--- src/hw/frt_defines.svh ---
// frt_defines.svh: register offsets, field positions, reset values and
// divider figures of the free-running timer.
// assumes: included by bare name from the timer and prescaler source files.
`ifndef FRT_DEFINES_SVH
`define FRT_DEFINES_SVH

// ****************************************************************
// register byte offsets
// ****************************************************************
`define FRT_OFS_CTRL_TWO     4'h0
`define FRT_OFS_CTRL_ONE     4'h1
`define FRT_OFS_STATUS       4'h2
`define FRT_OFS_CAP1_HI      4'h3
`define FRT_OFS_CAP1_LO      4'h4
`define FRT_OFS_CAP2_HI      4'h5
`define FRT_OFS_CAP2_LO      4'h6
`define FRT_OFS_CNT_HI       4'h7
`define FRT_OFS_CNT_LO       4'h8
`define FRT_OFS_ALT_HI       4'h9
`define FRT_OFS_ALT_LO       4'hA

// ****************************************************************
// field positions and reset values
// ****************************************************************
`define FRT_C1_WRAP_IE       0
`define FRT_C1_CAP_IE        1
`define FRT_C1_CAP1_EDGE     2
`define FRT_C2_EXT_EDGE      2
`define FRT_C2_CAP2_EDGE     3
`define FRT_ST_WRAP          0
`define FRT_ST_CAP1          1
`define FRT_ST_CAP2          2
`define FRT_COUNT_RST        16'hFFFC
`define FRT_COUNT_TOP        16'hFFFF
`define FRT_DIV4_MASK        3'h3
`define FRT_DIV8_MASK        3'h7

`endif

--- src/hw/frt_pkg.sv ---
// frt_pkg: types shared by the free-running timer modules.
// assumes: nothing beyond a SystemVerilog compiler.
package frt_pkg;

  // ****************************************************************
  // tick source codes
  // ****************************************************************
  typedef enum logic [1:0]
  {
    FRT_DIV2 = 2'b00,
    FRT_DIV4 = 2'b01,
    FRT_DIV8 = 2'b10,
    FRT_EXT  = 2'b11
  } frt_tick_sel_t;

  // ****************************************************************
  // module state records
  // ****************************************************************
  typedef struct packed {
    logic [2:0] div;
    logic [1:0] sync;
    logic       prev;
  } frt_pre_st_t;

  typedef struct packed {
    logic [1:0] sync;
    logic       prev;
  } frt_cap_st_t;

  typedef struct packed {
    logic [15:0]      count;
    logic [7:0]       rdata;
    logic [7:0]       lo_buf;
    logic             buf_valid;
    logic [3:0]       ctrl_two;
    logic [2:0]       ctrl_one;
    logic             wrap_flag;
    logic             wrap_armed;
    logic [1:0]       cap_flag;
    logic [1:0]       cap_armed;
    logic [1:0]       cap_block;
    logic [1:0][15:0] cap_val;
  } frt_main_st_t;

endpackage

--- src/hw/frt_cap_if.sv ---
// frt_cap_if: edge select and capture event between timer and channel.
// assumes: one instance per capture channel.
`timescale 1ns/10ps
`default_nettype none
interface frt_cap_if;
  logic edge_sel;
  logic evt;
  modport host (output edge_sel, input evt);
  modport chan (input edge_sel, output evt);
endinterface
`default_nettype wire

--- src/hw/frt_timer.sv ---
// frt_timer: 16-bit free-running timer with two input-capture channels.
// assumes: byte register port, read data one cycle after the strobe.
//
// Summary of operation
// - sixteen-bit up-counter, wraps, byte halves visible
// - internal period 65536 ticks of 2/4/8
// - low byte write reloads FFFCh
// - counter resets to FFFCh
// - main and alternate views same count
// - high read buffers low byte until read
// - lone low read returns live byte
// - wrap FFFFh to 0000h sets wrap flag
// - wrap interrupt needs enable and clear mask
// - status read then main low clears wrap
// - alternate low access keeps wrap flag
// - counting continues in wait mode
// - halt freezes count, reset restarts it
// - select code 11 counts external pin
// - control bit picks external edge polarity
// - external edges synchronised to cpu clock
// - capture copies count into channel register
// - edge-select bit picks capture polarity
// - unbonded timer input reads as one
// - reduced build drops second capture channel
// - instances share nothing, count in step
// - capture sets flag, maskable interrupt
// - status read then capture low clears
// - capture high read blocks captures
//
// Our own choices: the placing of the registers and the plain strobed port.
`timescale 1ns/10ps
`default_nettype none
`include "frt_defines.svh"
module frt_timer #(
  parameter bit REDUCED     = 1'b0,
  parameter bit EXT_BONDED  = 1'b1,
  parameter bit CAP1_BONDED = 1'b1,
  parameter bit CAP2_BONDED = 1'b1
)
(
  input  wire logic       SYS_CLK_I,
  input  wire logic       RST_B_I,
  input  wire logic [3:0] REG_ADDR_I,
  input  wire logic [7:0] REG_WDATA_I,
  input  wire logic       REG_WR_I,
  input  wire logic       REG_RD_I,
  output logic      [7:0] REG_RDATA_O,
  input  wire logic       CPU_IMASK_I,
  input  wire logic       HALT_I,
  input  wire logic       EXT_TICK_PIN_I,
  input  wire logic       CAPTURE_PIN_ONE_I,
  input  wire logic       CAPTURE_PIN_TWO_I,
  output logic            TIMER_IRQ_O
);

  // ****************************************************************
  // declarations
  // ****************************************************************
  localparam frt_pkg::frt_main_st_t MAIN_RST = '{count: `FRT_COUNT_RST, default: '0};

  frt_pkg::frt_main_st_t st_q;
  frt_pkg::frt_main_st_t st_d;
  logic                  tick;
  logic                  acc;
  logic                  wr_lo;
  logic                  rd_status;
  logic                  main_lo_acc;
  logic                  alt_lo_acc;
  logic                  cnt_hi_rd;
  logic                  cnt_lo_rd;
  logic                  wrap_set;
  logic [1:0]            cap_hit;
  logic [1:0]            cap_set;
  logic [1:0]            cap_hi_rd;
  logic [1:0]            cap_lo_rd;
  logic [1:0]            cap_lo_acc;
  logic [2:0]            status;
  logic [1:0]            pins;

  frt_cap_if cap_if[2] ();

  // ****************************************************************
  // tick source
  // ****************************************************************
  frt_prescale #(
    .EXT_BONDED (EXT_BONDED)
  ) u_prescale (
    .sys_clk_i  (SYS_CLK_I),
    .rst_b_i    (RST_B_I),
    .sel_i      (frt_pkg::frt_tick_sel_t'(st_q.ctrl_two[1:0])),
    .ext_edge_i (st_q.ctrl_two[`FRT_C2_EXT_EDGE]),
    .ext_pin_i  (EXT_TICK_PIN_I),
    .halt_i     (HALT_I),
    .tick_o     (tick)
  );

  // ****************************************************************
  // capture channels
  // ****************************************************************
  assign pins   = {CAPTURE_PIN_TWO_I, CAPTURE_PIN_ONE_I};
  assign cap_if[0].edge_sel = st_q.ctrl_one[`FRT_C1_CAP1_EDGE];
  assign cap_if[1].edge_sel = st_q.ctrl_two[`FRT_C2_CAP2_EDGE];

  genvar g;
  generate
    for (g = 0; g < 2; g++)
    begin : g_cap
      if (g == 1 && REDUCED)
      begin : g_absent
        assign cap_if[g].evt = 1'b0;
      end
      else
      begin : g_chan
        frt_capture #(
          .BONDED    (g == 0 ? CAP1_BONDED : CAP2_BONDED)
        ) u_capture (
          .sys_clk_i (SYS_CLK_I),
          .rst_b_i   (RST_B_I),
          .pin_i     (pins[g]),
          .cap       (cap_if[g])
        );
      end
      assign cap_hit[g]    = cap_if[g].evt;
      assign cap_hi_rd[g]  = REG_RD_I && (REG_ADDR_I == (g == 0 ? `FRT_OFS_CAP1_HI
                                                                 : `FRT_OFS_CAP2_HI));
      assign cap_lo_rd[g]  = REG_RD_I && (REG_ADDR_I == (g == 0 ? `FRT_OFS_CAP1_LO
                                                                 : `FRT_OFS_CAP2_LO));
      assign cap_lo_acc[g] = acc && (REG_ADDR_I == (g == 0 ? `FRT_OFS_CAP1_LO
                                                           : `FRT_OFS_CAP2_LO));
      assign cap_set[g]    = cap_hit[g] && !st_q.cap_block[g];
    end
  endgenerate

  // ****************************************************************
  // access decode
  // ****************************************************************
  assign acc         = REG_RD_I || REG_WR_I;
  assign rd_status   = REG_RD_I && (REG_ADDR_I == `FRT_OFS_STATUS);
  assign main_lo_acc = acc && (REG_ADDR_I == `FRT_OFS_CNT_LO);
  assign alt_lo_acc  = acc && (REG_ADDR_I == `FRT_OFS_ALT_LO);
  assign wr_lo       = REG_WR_I && (REG_ADDR_I == `FRT_OFS_CNT_LO
                                    || REG_ADDR_I == `FRT_OFS_ALT_LO);
  assign cnt_hi_rd   = REG_RD_I && (REG_ADDR_I == `FRT_OFS_CNT_HI
                                    || REG_ADDR_I == `FRT_OFS_ALT_HI);
  assign cnt_lo_rd   = REG_RD_I && (REG_ADDR_I == `FRT_OFS_CNT_LO
                                    || REG_ADDR_I == `FRT_OFS_ALT_LO);
  assign wrap_set    = tick && !wr_lo && (st_q.count == `FRT_COUNT_TOP);
  assign status      = {st_q.cap_flag, st_q.wrap_flag};

  // ****************************************************************
  // next state
  // ****************************************************************
  always_comb
  begin
    st_d = st_q;
    st_d.rdata = 8'h00;
    // counter
    if (wr_lo)
      st_d.count = `FRT_COUNT_RST;
    else if (tick)
      st_d.count = st_q.count + 16'h0001;
    // wrap flag, set wins over clear
    if (rd_status && st_q.wrap_flag)
      st_d.wrap_armed = 1'b1;
    if (main_lo_acc && st_q.wrap_armed)
    begin
      st_d.wrap_flag  = 1'b0;
      st_d.wrap_armed = 1'b0;
    end
    if (wrap_set)
      st_d.wrap_flag = 1'b1;
    // capture channels
    for (int i = 0; i < 2; i++)
    begin
      if (rd_status && st_q.cap_flag[i])
        st_d.cap_armed[i] = 1'b1;
      if (cap_lo_acc[i] && st_q.cap_armed[i])
      begin
        st_d.cap_flag[i]  = 1'b0;
        st_d.cap_armed[i] = 1'b0;
      end
      if (cap_hi_rd[i])
        st_d.cap_block[i] = 1'b1;
      if (cap_lo_rd[i])
        st_d.cap_block[i] = 1'b0;
      if (cap_set[i])
      begin
        st_d.cap_val[i]  = st_q.count;
        st_d.cap_flag[i] = 1'b1;
      end
    end
    // counter read sequence
    if (cnt_hi_rd && !st_q.buf_valid)
    begin
      st_d.lo_buf    = st_q.count[7:0];
      st_d.buf_valid = 1'b1;
    end
    if (cnt_lo_rd)
      st_d.buf_valid = 1'b0;
    // control writes
    if (REG_WR_I && REG_ADDR_I == `FRT_OFS_CTRL_ONE)
      st_d.ctrl_one = REG_WDATA_I[2:0];
    if (REG_WR_I && REG_ADDR_I == `FRT_OFS_CTRL_TWO)
      st_d.ctrl_two = REG_WDATA_I[3:0];
    // read data
    if (REG_RD_I)
    begin
      case (REG_ADDR_I)
        `FRT_OFS_CTRL_TWO: st_d.rdata = {4'h0, st_q.ctrl_two};
        `FRT_OFS_CTRL_ONE: st_d.rdata = {5'h00, st_q.ctrl_one};
        `FRT_OFS_STATUS:   st_d.rdata = {5'h00, status};
        `FRT_OFS_CAP1_HI:  st_d.rdata = st_q.cap_val[0][15:8];
        `FRT_OFS_CAP1_LO:  st_d.rdata = st_q.cap_val[0][7:0];
        `FRT_OFS_CAP2_HI:  st_d.rdata = st_q.cap_val[1][15:8];
        `FRT_OFS_CAP2_LO:  st_d.rdata = st_q.cap_val[1][7:0];
        `FRT_OFS_CNT_HI,
        `FRT_OFS_ALT_HI:   st_d.rdata = st_q.count[15:8];
        `FRT_OFS_CNT_LO,
        `FRT_OFS_ALT_LO:   st_d.rdata = st_q.buf_valid ? st_q.lo_buf : st_q.count[7:0];
        default:           st_d.rdata = 8'h00;
      endcase
    end
  end

  // ****************************************************************
  // state register
  // ****************************************************************
  always_ff @(posedge SYS_CLK_I)
  begin
    if (!RST_B_I)
      st_q <= MAIN_RST;
    else
      st_q <= st_d;
  end

  // ****************************************************************
  // outputs
  // ****************************************************************
  assign REG_RDATA_O = st_q.rdata;
  // pending requests wait for enable and mask
  assign TIMER_IRQ_O = !CPU_IMASK_I
                       && ((st_q.wrap_flag && st_q.ctrl_one[`FRT_C1_WRAP_IE])
                           || (|st_q.cap_flag && st_q.ctrl_one[`FRT_C1_CAP_IE]));
endmodule
`default_nettype wire

--- src/hw/frt_prescale.sv ---
// frt_prescale: tick generator, internal divider or external pin edge.
// assumes: SYS_CLK domain, synchronous active-low reset.
`timescale 1ns/10ps
`default_nettype none
`include "frt_defines.svh"
module frt_prescale #(
  parameter bit EXT_BONDED = 1'b1
)
(
  input  wire logic                 sys_clk_i,
  input  wire logic                 rst_b_i,
  input  wire frt_pkg::frt_tick_sel_t sel_i,
  input  wire logic                 ext_edge_i,
  input  wire logic                 ext_pin_i,
  input  wire logic                 halt_i,
  output logic                      tick_o
);
  frt_pkg::frt_pre_st_t st_q;
  frt_pkg::frt_pre_st_t st_d;
  logic                 pin;
  logic                 ext_hit;

  assign pin = EXT_BONDED ? ext_pin_i : 1'b1;
  // external edge counted once it leaves the synchroniser
  assign ext_hit = ext_edge_i ? (st_q.sync[1] & ~st_q.prev) : (~st_q.sync[1] & st_q.prev);

  always_comb
  begin
    st_d = st_q;
    st_d.sync = {st_q.sync[0], pin};
    st_d.prev = st_q.sync[1];
    if (!halt_i)
    begin
      st_d.div = st_q.div + 3'h1;
    end
    unique case (sel_i)
      frt_pkg::FRT_DIV2: tick_o = st_q.div[0];
      frt_pkg::FRT_DIV4: tick_o = (st_q.div[1:0] == 2'(`FRT_DIV4_MASK)) ? 1'b1 : 1'b0;
      frt_pkg::FRT_DIV8: tick_o = (st_q.div == `FRT_DIV8_MASK) ? 1'b1 : 1'b0;
      frt_pkg::FRT_EXT:  tick_o = ext_hit;
    endcase
    tick_o = tick_o & ~halt_i;
  end

  always_ff @(posedge sys_clk_i)
  begin
    if (!rst_b_i)
      // synchroniser follows the pin in reset, so no false edge after release
      st_q <= '{div: 3'h0, sync: {pin, pin}, prev: pin};
    else
      st_q <= st_d;
  end
endmodule
`default_nettype wire

--- src/hw/frt_capture.sv ---
// frt_capture: capture pin synchroniser and active-edge detector.
// assumes: SYS_CLK domain, synchronous active-low reset.
`timescale 1ns/10ps
`default_nettype none
module frt_capture #(
  parameter bit BONDED = 1'b1
)
(
  input  wire logic sys_clk_i,
  input  wire logic rst_b_i,
  input  wire logic pin_i,
  frt_cap_if.chan   cap
);
  frt_pkg::frt_cap_st_t st_q;
  frt_pkg::frt_cap_st_t st_d;
  logic                 pin;

  assign pin = BONDED ? pin_i : 1'b1;

  always_comb
  begin
    st_d = st_q;
    st_d.sync = {st_q.sync[0], pin};
    st_d.prev = st_q.sync[1];
  end

  // one pulse per active transition
  assign cap.evt = cap.edge_sel ? (st_q.sync[1] & ~st_q.prev) : (~st_q.sync[1] & st_q.prev);

  always_ff @(posedge sys_clk_i)
  begin
    if (!rst_b_i)
      // synchroniser follows the pin in reset, so no false capture after release
      st_q <= '{sync: {pin, pin}, prev: pin};
    else
      st_q <= st_d;
  end
endmodule
`default_nettype wire

--- config.mk ---
export PLATFORM = sky130hd
export DESIGN_NAME = frt_timer
export DESIGN_NICKNAME = d
export VERILOG_FILES = /design/src/hw/frt_pkg.sv /design/src/hw/frt_cap_if.sv /design/src/hw/frt_timer.sv /design/src/hw/frt_prescale.sv /design/src/hw/frt_capture.sv
export VERILOG_INCLUDE_DIRS = /design/src /design/src/hw
export SDC_FILE = /design/constraint.sdc
export NUM_CORES = 1
export LEC_CHECK = 0
export ABC_AREA = 1
export BUFFER_PORTS_ARGS = -buffer_cell sky130_fd_sc_hd__buf_2
export CAP_MARGIN = 20
export CORE_UTILIZATION = 50
export DETAILED_ROUTE_END_ITERATION = 10
export PLACE_DENSITY = 0.71
export SLEW_MARGIN = 20
export SYNTH_ARGS = -nofsm -noshare
export SYNTH_HDL_FRONTEND = slang
export SYNTH_HIERARCHICAL = 1
export SYNTH_SLANG_ARGS = --single-unit
--- constraint.sdc ---
create_clock -name SYS_CLK_I -period 2.05 [get_ports SYS_CLK_I]
set_input_delay 0.205 -clock SYS_CLK_I [delete_from_list [all_inputs] [get_ports SYS_CLK_I]]
set_output_delay 0.205 -clock SYS_CLK_I [all_outputs]
set_load 0.05 [all_outputs]
==> qor.csv <==
metric;value;unit
whs_endpoint;st_q[44];
cp.arrival;2.19;ns
finalMaxSlewViolations;0;
status;finished clean;
cts-buffers-inserted;9;
h-tree-depth;3;
antenna_found_initial;0;
layout.nets;640;
place_area;4300;sq um
path_max_fanout;4;
rrSetupSlack;0.11;ns
seq_area_frac_synth;45.2;%
hp-start;REG_WDATA_I[1];
grt_use_total;25.5;%
r2r_start;u_prescale/st_q[4];
r2r_end;st_q[75];
clk_latency;0.37;ns
io_buffers;25;
grt_pass1_vias;3654;
initial_core_util;52.2;%
via_per_inst;5.27;
final_hold_viol_count;0;
ir_worst_vdd;0.333;mV
seq_area;1840;sq um
diodes;0;
gp_congestion;0.877;
wl_per_cell;13.7;um
critPathCaptureType;flop;
p_per_area;757;nW/um^2
total_power;3.43;mW
io_pins;30;
stdcell_count;723;
grt-ovfl-total;0;
finalSetupTns;0;ns
leakagePower;2.20;nW
drive_above_1_share;11.6;%
startpoint_type;flop;
cts_tree;built;
place_inst;704;
core;7810;sq um
syn_avg_cell_area;6.91;sq um
grt_max_degree;32;
fillers;781;
maxCapViolCount;0;
fin_skew;0.0146;ns
mostFrequentLayoutCells;nand2_1, dfxtp_1, inv_1, a21oi_1, o21ai_0;
drt-total-wl;9880;um
synth-seq-cells;92;
synth_cells;590;
fmax;516;MHz
setup_viol;0;
synth.lib_cells_used.distinct;21;
slew_headroom;57.7;%
area_growth;11.1;%
dieWidth;92.3;um
hpwl;7070;um
multi_input_area;1870;sq um
synth_nets;614;
vias;3808;
fin_crit_sh;94.5;%
row_count;32;
dr.pass1.iters;4;
path_clk_slew;0.09;ns
design_area;4530;sq um
clk_root_buffer_cell;clkbuf_8;
cts.sinks;92;
synth_area;4080;sq um
reg2regPathDepth;13;
finalCriticalPeriod;1.94;ns
drt_iter0_markers;238;
drcViolationCount;0;
ant_nets;0;
timing_worst_setup_path_type;reg2reg;
whs_path_depth;3;
holdCritPathClass;in2reg;
grt_pass1_wl;17000;um
layout_commonest_cell;nand2_1;
worst_pin_slew;0.632;ns
dieArea;8520;sq um
required;2.30;ns
yosysWarnings;6;
fp.dieH;92.3;um
clockBufferDepth;2;
==> per-layer routing <==
| layer | vias to the layer above | GRT usage [%] | wire length, um |
|---|---|---|---|
| met2 | 75 | 40.2 | 4470 |
| met1 | 1761 | 33.6 | 4670 |
| li1 | 1945 | - | - |
| met3 | 27 | 5.25 | 463 |
| met5 | - | 0 | 0 |
| met4 | 0 | 11.3 | 276 |
==> how the worst max path moves through the flow <==
stage / start / endpoint / slack (ns) / cells after the start
6_report: u_prescale/st_q[4] / st_q[75] / 0.11 / 13
5_1_grt: u_prescale/st_q[4] / st_q[73] / -0.04 / 13
4_1_cts: u_prescale/st_q[3] / st_q[73] / 0.01 / 13
3_5_place_dp: u_prescale/st_q[3] / st_q[75] / 0.03 / 13
3_3_place_gp: u_prescale/st_q[3] / st_q[79] / 0.12 / 14
2_1_floorplan: u_prescale/st_q[3] / st_q[75] / 0.08 / 12
==> synthesized netlist by cell type, drive strengths merged <==
library cell,number,area (sq um)
nand3,50,263
dfxtp,92,1840
inv,66,248
o21ai,62,314
ha,3,37.5
nand2,156,586
clkbuf,15,56.3
nor3,4,20.0
a21oi,58,290
xor2,7,61.3
buf,13,90.1
nand4,8,50.1
nor2,56,220
==> repair_timing <==
item	CTS	global route
pin swaps	0	0
hold buffers	3	0
endpoints found under the hold margin	3	0
setup endpoints to repair	1	8
setup buffers	0	0
gates resized for setup	1	10
==> state kept, by name, indices dropped and copies added, names as in the netlist <==
register                     cells
cap_if.edge_sel                  2
g_cap.g_chan.u_capture/st_d      4
REG_RDATA_O                      8
u_prescale/st_d                  2
u_prescale/st_q                  4
g_cap.g_chan.u_capture/st_q      2
st_q                            70
==> final cells by class <==
| cell class | count | area share, % |
|---|---|---|
| clock buffers | 10 | 2.82 |
| clock inverters | 6 | 1.08 |
| inverters | 66 | 5.47 |
| multi-input cells | 404 | 41.2 |
| flip-flops and latches | 92 | 40.7 |
| well taps | 102 | 2.82 |
| repair buffers | 43 | 5.91 |
==> where the power goes <==
group	internal (mW)	switching (mW)
logic	0.119	0.245
registers	1.89	0.0539
clock network	0.449	0.675
total	2.45	0.974
==> stage by stage <==
| stage | hold WS (ns) | setup WS (ns) | util, % |
|---|---|---|---|
| after floorplan | 0.233 | 0.0794 | - |
| after global placement | 0.325 | 0.117 | 55.0 |
| after detailed placement | 0.327 | 0.0266 | 55.0 |
| after CTS | 0.109 | 0.0136 | 57.7 |
| after global routing | 0.125 | -0.0426 | 58.0 |
| final | 0.117 | 0.112 | 58.0 |
==> logic make-up after synthesis <==
logic type / Yosys count / synth area share [%]
flops: 92 / 45.2
fa+ha+maj: 3 / 0.921
xor+xnor: 7 / 1.50
buf+inv: 94 / 9.67
simple gates: 274 / 27.9
compound gates: 120 / 14.8
==> critical path, cell delays in order (launching register included) <==
cell and delay, ns:
dfxtp_1 0.34, ha_1 0.17, ha_1 0.14, nand2_1 0.05, nand3_1 0.09, nand2_1 0.05
a21oi_1 0.11, buf_4 0.14, nand2_1 0.08, nor2_2 0.14, nand2_2 0.15, nor2_4 0.14
xor2_1 0.16, nand2_1 0.07
No activity file was read; power rests on OpenSTA's default activity.
